==> src/core/fomc_pkg.sv <==
// shared constants and carrier types for the ring option control block
package fomc_pkg;
   // option register bit positions
   localparam int OPT_SHORT_ADDR = 0;
   localparam int OPT_LONG_ADDR = 1;
   localparam int OPT_TOKEN_REL_INH = 2;
   localparam int OPT_RECOVERY_INH = 3;
   localparam int OPT_REPEAT_INH = 4;
   localparam int OPT_IMPL_CRC = 5;
   localparam int OPT_EXT_MATCH = 6;
   localparam int OPT_TOKEN_CAP_INH = 7;
   localparam logic [7:0] OPTION_RESET = 8'h00;
   localparam logic [1:0] FF_IMPLEMENTER = 2'h2;
   localparam logic [15:0] CNT_ONE = 16'h0001;

   // transmitter states
   typedef enum logic [6:0] {
      TX_IDLE = 7'h01,
      TX_REPEAT = 7'h02,
      TX_DATA = 7'h04,
      TX_ISSUE_TOKEN = 7'h08,
      TX_CLAIM = 7'h10,
      TX_BEACON = 7'h20,
      TX_VOID = 7'h40
   } fomc_tx_state_t;

   // events reported by the receiver side of the ring engine
   typedef struct packed {
      logic token_rx;
      logic mac_frame_rx;
      logic lower_claim_rx;
      logic my_beacon_rx;
      logic higher_claim_rx;
      logic beacon_rx;
      logic my_claim_won;
      logic recovery_required;
      logic ring_operational;
   } fomc_rx_evt_t;

   // transmit side requests
   typedef struct packed {
      logic token_usable;
      logic data_pending;
      logic void_wanted;
      logic immediate_req;
      logic sa_transparency;
      logic frame_done;
      logic opportunity_done;
      logic immediate_done;
   } fomc_tx_req_t;

   // frame status inputs for one received frame
   typedef struct packed {
      logic frame_end;
      logic [1:0] frame_format_bits;
      logic crc_good;
      logic rx_error_ind;
      logic internal_match;
      logic internal_copied;
   } fomc_frame_t;
endpackage : fomc_pkg
==> src/core/fomc_counter.sv <==
// saturating-free wrapping statistics counter with registered value
`timescale 1ns/1ps
module fomc_counter #(
   parameter int WIDTH = 16
) (
   input wire logic ref_clk,
   input wire logic rst,
   input wire logic inc,
   output logic [WIDTH-1:0] count
);
   logic [WIDTH-1:0] next_count;

   always_comb begin
      next_count = count;
      if (inc) begin
         next_count = count + WIDTH'(1);
      end
   end

   always_ff @(posedge ref_clk) begin
      if (rst) begin
         count <= '0;
      end else begin
         count <= next_count;
      end
   end
endmodule : fomc_counter

==> src/core/fomc_option_control.sv <==
// option register and option-gated transmitter/receiver decisions
`timescale 1ns/1ps
module fomc_option_control (
   input wire logic ref_clk,
   input wire logic rst,
   input wire logic opt_wr,
   input wire logic [7:0] opt_wdata,
   output logic [7:0] ring_option_control,
   input wire logic claim_req_set,
   output logic claim_req,
   input wire fomc_pkg::fomc_rx_evt_t rx_evt,
   input wire fomc_pkg::fomc_tx_req_t tx_req,
   input wire logic tx_short_addr_frame,
   input wire fomc_pkg::fomc_frame_t frame,
   input wire logic external_addr_match_in,
   input wire logic external_copy_valid_in,
   output fomc_pkg::fomc_tx_state_t claim_tx_state,
   output logic use_long_addr,
   output logic tx_frame_permit,
   output logic strip_all,
   output logic mac_reset_req,
   output logic tx_error_ind,
   output logic tx_addr_recognized_ind,
   output logic tx_copied_ind,
   output logic [15:0] error_indicator_counter,
   output logic [15:0] copied_count,
   output logic [15:0] not_copied_count
);
   logic [7:0] next_option;
   logic next_claim_req;
   fomc_pkg::fomc_tx_state_t next_state;
   logic next_use_long, next_permit, next_strip, next_reset_req;
   logic next_err, next_a, next_c;
   logic ea_s1, ea_s2, ea_s3, ea_lvl, next_ea_lvl;
   logic cv_s1, cv_s2, cv_s3, cv_lvl, next_cv_lvl;
   logic inc_err, inc_cop, inc_ncop;
   logic reset_pending, next_reset_pending;

   // option bit helper
   function automatic logic opt(input logic [7:0] r, input int b);
      return r[b];
   endfunction : opt

   logic o_sa, o_la, o_tri, o_rri, o_rpi, o_crc, o_em, o_tci, isolated;
   always_comb begin
      o_sa = opt(ring_option_control, fomc_pkg::OPT_SHORT_ADDR);
      o_la = opt(ring_option_control, fomc_pkg::OPT_LONG_ADDR);
      o_tri = opt(ring_option_control, fomc_pkg::OPT_TOKEN_REL_INH);
      o_rri = opt(ring_option_control, fomc_pkg::OPT_RECOVERY_INH);
      o_rpi = opt(ring_option_control, fomc_pkg::OPT_REPEAT_INH);
      o_crc = opt(ring_option_control, fomc_pkg::OPT_IMPL_CRC);
      o_em = opt(ring_option_control, fomc_pkg::OPT_EXT_MATCH);
      o_tci = opt(ring_option_control, fomc_pkg::OPT_TOKEN_CAP_INH);
      isolated = !o_sa && !o_la;
   end

   // option register and claim request flag
   always_comb begin
      next_option = ring_option_control;
      if (opt_wr) begin
         next_option = opt_wdata;
      end
      next_claim_req = claim_req;
      // completion clears, but a new request in the same cycle wins
      if (claim_req && claim_tx_state == fomc_pkg::TX_CLAIM) begin
         next_claim_req = 1'b0;
      end
      if (claim_req_set) begin
         next_claim_req = 1'b1;
      end
   end

   always_ff @(posedge ref_clk) begin
      if (rst) begin
         ring_option_control <= fomc_pkg::OPTION_RESET;
         claim_req <= 1'b0;
      end else begin
         ring_option_control <= next_option;
         claim_req <= next_claim_req;
      end
   end

   // external pins: three stages, change taken when last two agree
   always_comb begin
      next_ea_lvl = ea_lvl;
      if (ea_s2 == ea_s3) begin
         next_ea_lvl = ea_s3;
      end
      next_cv_lvl = cv_lvl;
      if (cv_s2 == cv_s3) begin
         next_cv_lvl = cv_s3;
      end
   end

   always_ff @(posedge ref_clk) begin
      if (rst) begin
         {ea_s1, ea_s2, ea_s3, ea_lvl} <= 4'h0;
         {cv_s1, cv_s2, cv_s3, cv_lvl} <= 4'h0;
      end else begin
         ea_s1 <= external_addr_match_in;
         ea_s2 <= ea_s1;
         ea_s3 <= ea_s2;
         ea_lvl <= next_ea_lvl;
         cv_s1 <= external_copy_valid_in;
         cv_s2 <= cv_s1;
         cv_s3 <= cv_s2;
         cv_lvl <= next_cv_lvl;
      end
   end

   // transmitter decisions
   logic recov_ok, imm_ok, rx_claim_evt, token_in;
   always_comb begin
      next_state = claim_tx_state;
      next_reset_pending = reset_pending;
      next_reset_req = 1'b0;
      // isolation suspends recovery; recovery inhibit masks it too
      recov_ok = rx_evt.recovery_required && !o_rri && !isolated;
      // lower claim / my beacon still count under repeat inhibit
      rx_claim_evt = (rx_evt.lower_claim_rx || rx_evt.my_beacon_rx)
                     && !o_rri;
      imm_ok = tx_req.immediate_req
               && (!isolated || tx_req.sa_transparency);
      // repeat inhibit drops received tokens
      token_in = tx_req.token_usable && !o_rpi && !isolated;
      case (claim_tx_state)
         fomc_pkg::TX_IDLE: begin
            if (claim_req) begin
               next_state = fomc_pkg::TX_CLAIM;
            end else if (recov_ok || (rx_claim_evt && !isolated)) begin
               next_state = fomc_pkg::TX_CLAIM;
            end else if (reset_pending) begin
               next_reset_req = 1'b1;
               next_reset_pending = 1'b0;
            end else if (token_in && !o_tci) begin
               if (tx_req.data_pending) begin
                  next_state = fomc_pkg::TX_DATA;
               end else if (tx_req.void_wanted) begin
                  next_state = fomc_pkg::TX_VOID;
               end
            end else if (!o_rpi && !isolated && rx_evt.token_rx) begin
               next_state = fomc_pkg::TX_REPEAT;
            end
         end
         fomc_pkg::TX_REPEAT: begin
            if (o_rpi || isolated || tx_req.frame_done) begin
               next_state = fomc_pkg::TX_IDLE;
            end
         end
         fomc_pkg::TX_DATA: begin
            // capture inhibit lets the frame on the wire finish first
            if (tx_req.frame_done && (o_tci || tx_req.opportunity_done))
            begin
               if (o_rpi) begin
                  next_state = fomc_pkg::TX_IDLE;
               end else begin
                  next_state = fomc_pkg::TX_ISSUE_TOKEN;
               end
            end
         end
         fomc_pkg::TX_VOID: begin
            if (o_rpi || tx_req.frame_done) begin
               next_state = fomc_pkg::TX_IDLE;
            end
         end
         fomc_pkg::TX_ISSUE_TOKEN: begin
            if (o_rpi || tx_req.frame_done) begin
               next_state = fomc_pkg::TX_IDLE;
            end
         end
         fomc_pkg::TX_CLAIM: begin
            if (rx_evt.beacon_rx) begin
               next_state = fomc_pkg::TX_BEACON;
            end else if (rx_evt.higher_claim_rx) begin
               next_state = fomc_pkg::TX_IDLE;
            end else if (rx_evt.my_claim_won && !o_tri && !o_rpi) begin
               next_state = fomc_pkg::TX_ISSUE_TOKEN;
            end
         end
         fomc_pkg::TX_BEACON: begin
            if (rx_evt.ring_operational || tx_req.immediate_done) begin
               next_state = fomc_pkg::TX_IDLE;
            end
         end
         default: begin
            next_state = fomc_pkg::TX_IDLE;
         end
      endcase
      // only the enabling write arms it, so the reset fires once; set wins
      if (opt_wr && opt_wdata[fomc_pkg::OPT_REPEAT_INH] && !o_rpi
          && rx_evt.ring_operational) begin
         next_reset_pending = 1'b1;
      end
      next_use_long = o_la;
      // immediate transmissions barred from data state when inhibited
      next_permit = (!tx_short_addr_frame || o_sa
                     || tx_req.sa_transparency)
                    && (!tx_req.immediate_req || imm_ok)
                    && !(tx_req.immediate_req && o_tci
                         && claim_tx_state == fomc_pkg::TX_DATA);
      next_strip = o_rpi || isolated;
   end

   always_ff @(posedge ref_clk) begin
      if (rst) begin
         claim_tx_state <= fomc_pkg::TX_IDLE;
         reset_pending <= 1'b0;
         mac_reset_req <= 1'b0;
         use_long_addr <= 1'b0;
         tx_frame_permit <= 1'b0;
         strip_all <= 1'b0;
      end else begin
         claim_tx_state <= next_state;
         reset_pending <= next_reset_pending;
         mac_reset_req <= next_reset_req;
         use_long_addr <= next_use_long;
         tx_frame_permit <= next_permit;
         strip_all <= next_strip;
      end
   end

   // frame status indicators and counting
   logic impl_fr, ext_hit, matched;
   always_comb begin
      impl_fr = frame.frame_format_bits == fomc_pkg::FF_IMPLEMENTER;
      ext_hit = o_em && ea_lvl;
      matched = frame.internal_match || ext_hit;
      next_err = frame.rx_error_ind;
      inc_err = 1'b0;
      if (frame.frame_end && impl_fr && o_crc && !frame.crc_good
          && !frame.rx_error_ind) begin
         next_err = 1'b1;
         inc_err = 1'b1;
      end
      next_a = frame.internal_match || ext_hit;
      next_c = frame.internal_copied || (ext_hit && cv_lvl);
      inc_cop = frame.frame_end && matched && next_c;
      inc_ncop = frame.frame_end && matched && !next_c;
   end

   always_ff @(posedge ref_clk) begin
      if (rst) begin
         tx_error_ind <= 1'b0;
         tx_addr_recognized_ind <= 1'b0;
         tx_copied_ind <= 1'b0;
      end else begin
         tx_error_ind <= next_err;
         tx_addr_recognized_ind <= next_a;
         tx_copied_ind <= next_c;
      end
   end

   fomc_counter #(.WIDTH(16)) u_err_cnt (.ref_clk(ref_clk), .rst(rst),
      .inc(inc_err), .count(error_indicator_counter));
   fomc_counter #(.WIDTH(16)) u_cop_cnt (.ref_clk(ref_clk), .rst(rst),
      .inc(inc_cop), .count(copied_count));
   fomc_counter #(.WIDTH(16)) u_ncop_cnt (.ref_clk(ref_clk), .rst(rst),
      .inc(inc_ncop), .count(not_copied_count));

   // assertions
   token_rel_inh_a: assert property (@(posedge ref_clk) disable iff (rst)
      (claim_tx_state == fomc_pkg::TX_CLAIM && o_tri)
      |=> claim_tx_state != fomc_pkg::TX_ISSUE_TOKEN)
      else $error("token issued after claim with release inhibited");
   repeat_inh_a: assert property (@(posedge ref_clk) disable iff (rst)
      (o_rpi && !opt_wr) |=> (claim_tx_state != fomc_pkg::TX_REPEAT
      && !$rose(claim_tx_state == fomc_pkg::TX_ISSUE_TOKEN)))
      else $error("repeat or token entered with repeat inhibited");
   cap_inh_a: assert property (@(posedge ref_clk) disable iff (rst)
      (claim_tx_state == fomc_pkg::TX_IDLE && o_tci)
      |=> claim_tx_state != fomc_pkg::TX_DATA
          && claim_tx_state != fomc_pkg::TX_VOID)
      else $error("token captured while inhibited");
   sw_claim_a: assert property (@(posedge ref_clk) disable iff (rst)
      (claim_tx_state == fomc_pkg::TX_IDLE && claim_req)
      |=> claim_tx_state == fomc_pkg::TX_CLAIM)
      else $error("software claim not honoured");
   addr_sel_a: assert property (@(posedge ref_clk) disable iff (rst)
      ##1 use_long_addr == $past(o_la))
      else $error("wrong claim address width");
   err_count_a: assert property (@(posedge ref_clk) disable iff (rst)
      inc_err |=> error_indicator_counter
                  == $past(error_indicator_counter) + fomc_pkg::CNT_ONE)
      else $error("error counter missed increment");
   ext_match_a: assert property (@(posedge ref_clk) disable iff (rst)
      (o_em && ea_lvl) |=> tx_addr_recognized_ind)
      else $error("external match not shown");
   strip_iso_a: assert property (@(posedge ref_clk) disable iff (rst)
      isolated |=> strip_all)
      else $error("isolated station repeats frames");
endmodule : fomc_option_control

==> config.mk <==
export PLATFORM = sky130hd
export DESIGN_NAME = fomc_option_control
export DESIGN_NICKNAME = d
export VERILOG_FILES = /design/src/core/fomc_pkg.sv /design/src/core/fomc_counter.sv /design/src/core/fomc_option_control.sv
export SDC_FILE = /design/constraint.sdc
export NUM_CORES = 1
export LEC_CHECK = 0
export BUFFER_PORTS_ARGS = -buffer_cell sky130_fd_sc_hd__buf_2
export CAP_MARGIN = 20
export CORE_MARGIN = 5
export CORE_UTILIZATION = 50
export CTS_CLUSTER_SIZE = 16
export DETAILED_ROUTE_END_ITERATION = 8
export PLACE_DENSITY = 0.78
export SYNTH_ARGS = -nofsm -noshare
export SYNTH_HDL_FRONTEND = slang
export SYNTH_HIERARCHICAL = 1
export SYNTH_SLANG_ARGS = --single-unit
==> constraint.sdc <==
create_clock -name ref_clk -period 6.5 [get_ports ref_clk]
set_input_delay 0 -clock ref_clk [delete_from_list [all_inputs] [get_ports ref_clk]]
set_output_delay 0 -clock ref_clk [all_outputs]
set_load 0.02 [all_outputs]
==> out/metrics.json <==
{
  "cts.htree.levels": 3,
  "final_net_count": 574,
  "min_period_over_period_pct": 41.7,
  "swShare_pct": 25.9,
  "grt_pass1_wl_microns": 14500,
  "number_of_iterations_in_the_first_detailed_routing_pass": 4,
  "vias": 3309,
  "clkSinkCount": 80,
  "antenna-diode-count": 0,
  "grt_pass1_vias": 3107,
  "netlist_area_sq_um": 3700,
  "finalSetupViolCount": 0,
  "cp_data_arrival_time_ns": 2.97,
  "ys_warn_count": 6,
  "number_of_placement_rows": 31,
  "proportion_of_power_drawn_by_combinational_gates_pct": 12.5,
  "post_route_cells_drive_above_1_share_pct": 29.6,
  "minimum_clock_period_after_layout_ns": 2.71,
  "max_cap_violations": 0,
  "rsz0062_at_grt": "false",
  "cts.path.max_buffers": 2,
  "detailedPlacementHpwl_microns": 6090,
  "synth.distinct_cells": 46,
  "synth_largest_type_area_fraction_pct": 43.3,
  "most_area_hungry_cell_type_in_the_yosys_netlist": "dfxtp_1",
  "multi_input_area_sq_um": 2010,
  "start_kind": "flop",
  "place_congestion": 0.863,
  "area_inside_the_core_boundary_sq_um": 7210,
  "final_design_area_no_fill_sq_um": 4750,
  "grt_overflow_total": 0,
  "final-hold-violation-count": 0,
  "die_area_sq_um": 9210,
  "p_int_uw": 779,
  "switchingPower_uw": 273,
  "finalClockSkew_ns": 0.0140,
  "syn2layout_area_growth_pct": 28.5,
  "number_of_antenna_violations_at_the_first_check_in_global_routing": 0,
  "wl_per_cell_microns": 14.1,
  "die_h_microns": 96.0,
  "outcome": "completed",
  "final_max_slew_viol_count": 0,
  "p_leak_uw": 0.00205,
  "timing.fmax_mhz": 369,
  "drtAntennaViolNets": 0,
  "critical_path_start_end_classification": "reg2reg",
  "cts.clk_slew.worst_paths_ns": 0.09,
  "power_per_cell_area_nw_per_um2": 222,
  "tritoncts": "built",
  "placedInstanceArea_sq_um": 4320,
  "holdCritPathClass": "in2reg",
  "vdd_drop_max_v": 0.000112,
  "post-route-drc-count": 0,
  "detail_route.vias_per_cell": 5.20,
  "final.fill_count": 607,
  "yosysSeqAreaShare_pct": 43.3,
  "power_uw": 1050,
  "synth_cells": 404,
  "wl_microns": 8940,
  "numCtsBuffers": 9,
  "postCtsSetupBuffers": 0,
  "ctsResizeCount": 0,
  "clk_root_buffer_cell": "clkbuf_8",
  "synth.ff_latch_count": 80,
  "syn-num-nets": 446,
  "worst_setup_path_end_kind": "flop",
  "setup_total_negative_slack_ns": 0,
  "grt_start_max_net_pins": 90,
  "clock_insertion_delay_worst_skew_ns": 0.34,
  "clockPowerShare_pct": 38.1,
  "io_buffers": 108,
  "die_wd_microns": 96.0,
  "critPathMaxFanout": 8,
  "transition_time_of_the_tightest_slew_check_pin_ns": 0.944,
  "io_pins": 110,
  "share_seq_of_total_power_pct": 49.4,
  "critical_path_required_ns": 6.76,
  "detail_route.iter0.violations": 125,
  "ff_latch_area_sq_um": 1600,
  "post_synth_main_area_contributors": "dfxtp_1, nor2_1, xnor2_1, mux2i_1, nand2_1",
  "worst_slew_margin_rel_pct": 36.9,
  "synth.avg_cell_area_sq_um": 9.15,
  "start_util_pct": 51.2,
  "grt.total_usage_pct": 20.0
}
==> final timing paths <==
check	start	to	slack (ns)	cells past startpoint
min	tx_req[1]	claim_tx_state[2]$_SDFFE_PP0P_	0.02	4
max	ea_lvl$_SDFFE_PP0N_	u_ncop_cnt/count[13]$_SDFFE_PP0P_	3.79	8
min reg2reg	ea_s3$_SDFF_PP0_	ea_lvl$_SDFFE_PP0N_	0.44	2
max reg2reg	ea_lvl$_SDFFE_PP0N_	u_ncop_cnt/count[13]$_SDFFE_PP0P_	3.79	8
==> cell families after synthesis <==
group	share of synthesized area [%]
and+or+nand+nor	32.5
AOI/OAI and AO/OA	8.19
xor gates and xnor gates	7.35
DFF	43.3
buffers and inverters	2.23
muxes	5.35
adders and majority gates	1.02
==> layer usage <==
layer	share of wire [%]	GRT usage, %	wire length (microns)
met1	45	25.6	4010
met2	47	31.0	4220
met3	5.0	4.53	451
met4	2.9	10.8	258
met5	0	0	0
==> placed cells by master, fill, tap and decap left out, types with 3 or more instances in the layout <==
master / netlist / layout
a21oi_1: 19 / 19
a31o_2: 3 / 3
and3_1: 3 / 3
buf_2: 0 / 108
clkbuf_8: 0 / 9
dfxtp_1: 80 / 80
dlygate4sd3_1: 0 / 21
ha_1: 3 / 3
inv_1: 9 / 9
mux2_2: 6 / 6
mux2i_1: 13 / 13
nand2_1: 30 / 30
nand2b_1: 4 / 4
nand3_1: 14 / 14
nand4_1: 4 / 4
nand4_2: 3 / 3
nand4_4: 3 / 3
nor2_1: 74 / 74
nor2b_1: 12 / 12
nor3_1: 15 / 15
nor3b_1: 4 / 4
nor4_1: 9 / 9
nor4_4: 4 / 4
nor4b_2: 4 / 4
o21ai_0: 8 / 8
o41ai_1: 3 / 3
or2_2: 4 / 4
or3_1: 6 / 6
or3b_1: 4 / 4
xnor2_1: 19 / 19
xor2_1: 12 / 12
==> critical path, cell delays in order, from the launching register on <==
cell	delay (ns)
dfxtp_1	0.40
nand2_1	0.11
nor2_1	0.09
a21oi_1	0.05
nor3b_1	0.76
nand4_4	0.32
nor4_4	0.38
or3b_1	0.38
a21oi_1	0.14
==> power groups by stage <==
| stage | logic [uW] | clock network [uW] | registers [uW] |
|---|---|---|---|
| after detailed placement | 120 | 0 | 531 |
| final | 132 | 401 | 519 |
| after CTS | 131 | 413 | 519 |
| after global routing | 144 | 438 | 522 |
| after floorplan | 69.5 | 0 | 542 |
| after global placement | 118 | 0 | 530 |
==> final cells by class <==
| class | instances | area share, % |
|---|---|---|
| well taps | 99 | 2.61 |
| clock inverters | 7 | 2.00 |
| multi-input cells | 302 | 42.4 |
| inverters | 9 | 0.711 |
| repair buffers | 130 | 16.0 |
| flip-flops and latches | 80 | 33.7 |
| clock buffers | 9 | 2.61 |
==> synth_stat cells (all sizes together) <==
library cell / n
nor4bb: 1
nor2b: 12
inv: 9
o41ai: 3
a311o: 1
ha: 3
o31ai: 1
and2: 1
mux2: 6
a21oi: 20
clkbuf: 13
o21ai: 8
nand3: 14
mux2i: 13
or2: 5
nor4: 14
nor3: 16
nor2: 74
nor3b: 4
o32ai: 1
nand4: 10
xor2: 12
dfxtp: 80
o21bai: 1
and3: 3
nand4b: 1
a31oi: 2
a31o: 3
or3b: 4
or3: 6
nand2: 30
a2111oi: 1
nor4b: 6
nand3b: 1
a211oi: 1
nand2b: 5
xnor2: 19
==> flip-flops by register name, summed over array words and instances, names as in the netlist, 7 cells and up <==
register             flops
ring_option_control      8
u_err_cnt/count         16
u_ncop_cnt/count        16
u_cop_cnt/count         16
claim_tx_state           7
==> per-stage QoR <==
step | util [%] | setup WS, ns | hold WS, ns | cells
after global placement | 59.9 | 3.82 | 0.212 | 599
after global routing | 65.8 | 3.54 | 0.0338 | 636
after detailed placement | 59.9 | 3.80 | 0.221 | 599
final | 65.8 | 3.79 | 0.0205 | 636
after CTS | 65.8 | 3.75 | 0.000154 | 636
after floorplan | - | 4.02 | 0.0716 | 404
==> timing repair <==
item	CTS	global route
hold buffers	21	0
endpoints found under the hold margin	18	0
endpoints found under the setup margin	0	0
No activity file was read; power rests on OpenSTA's default activity.
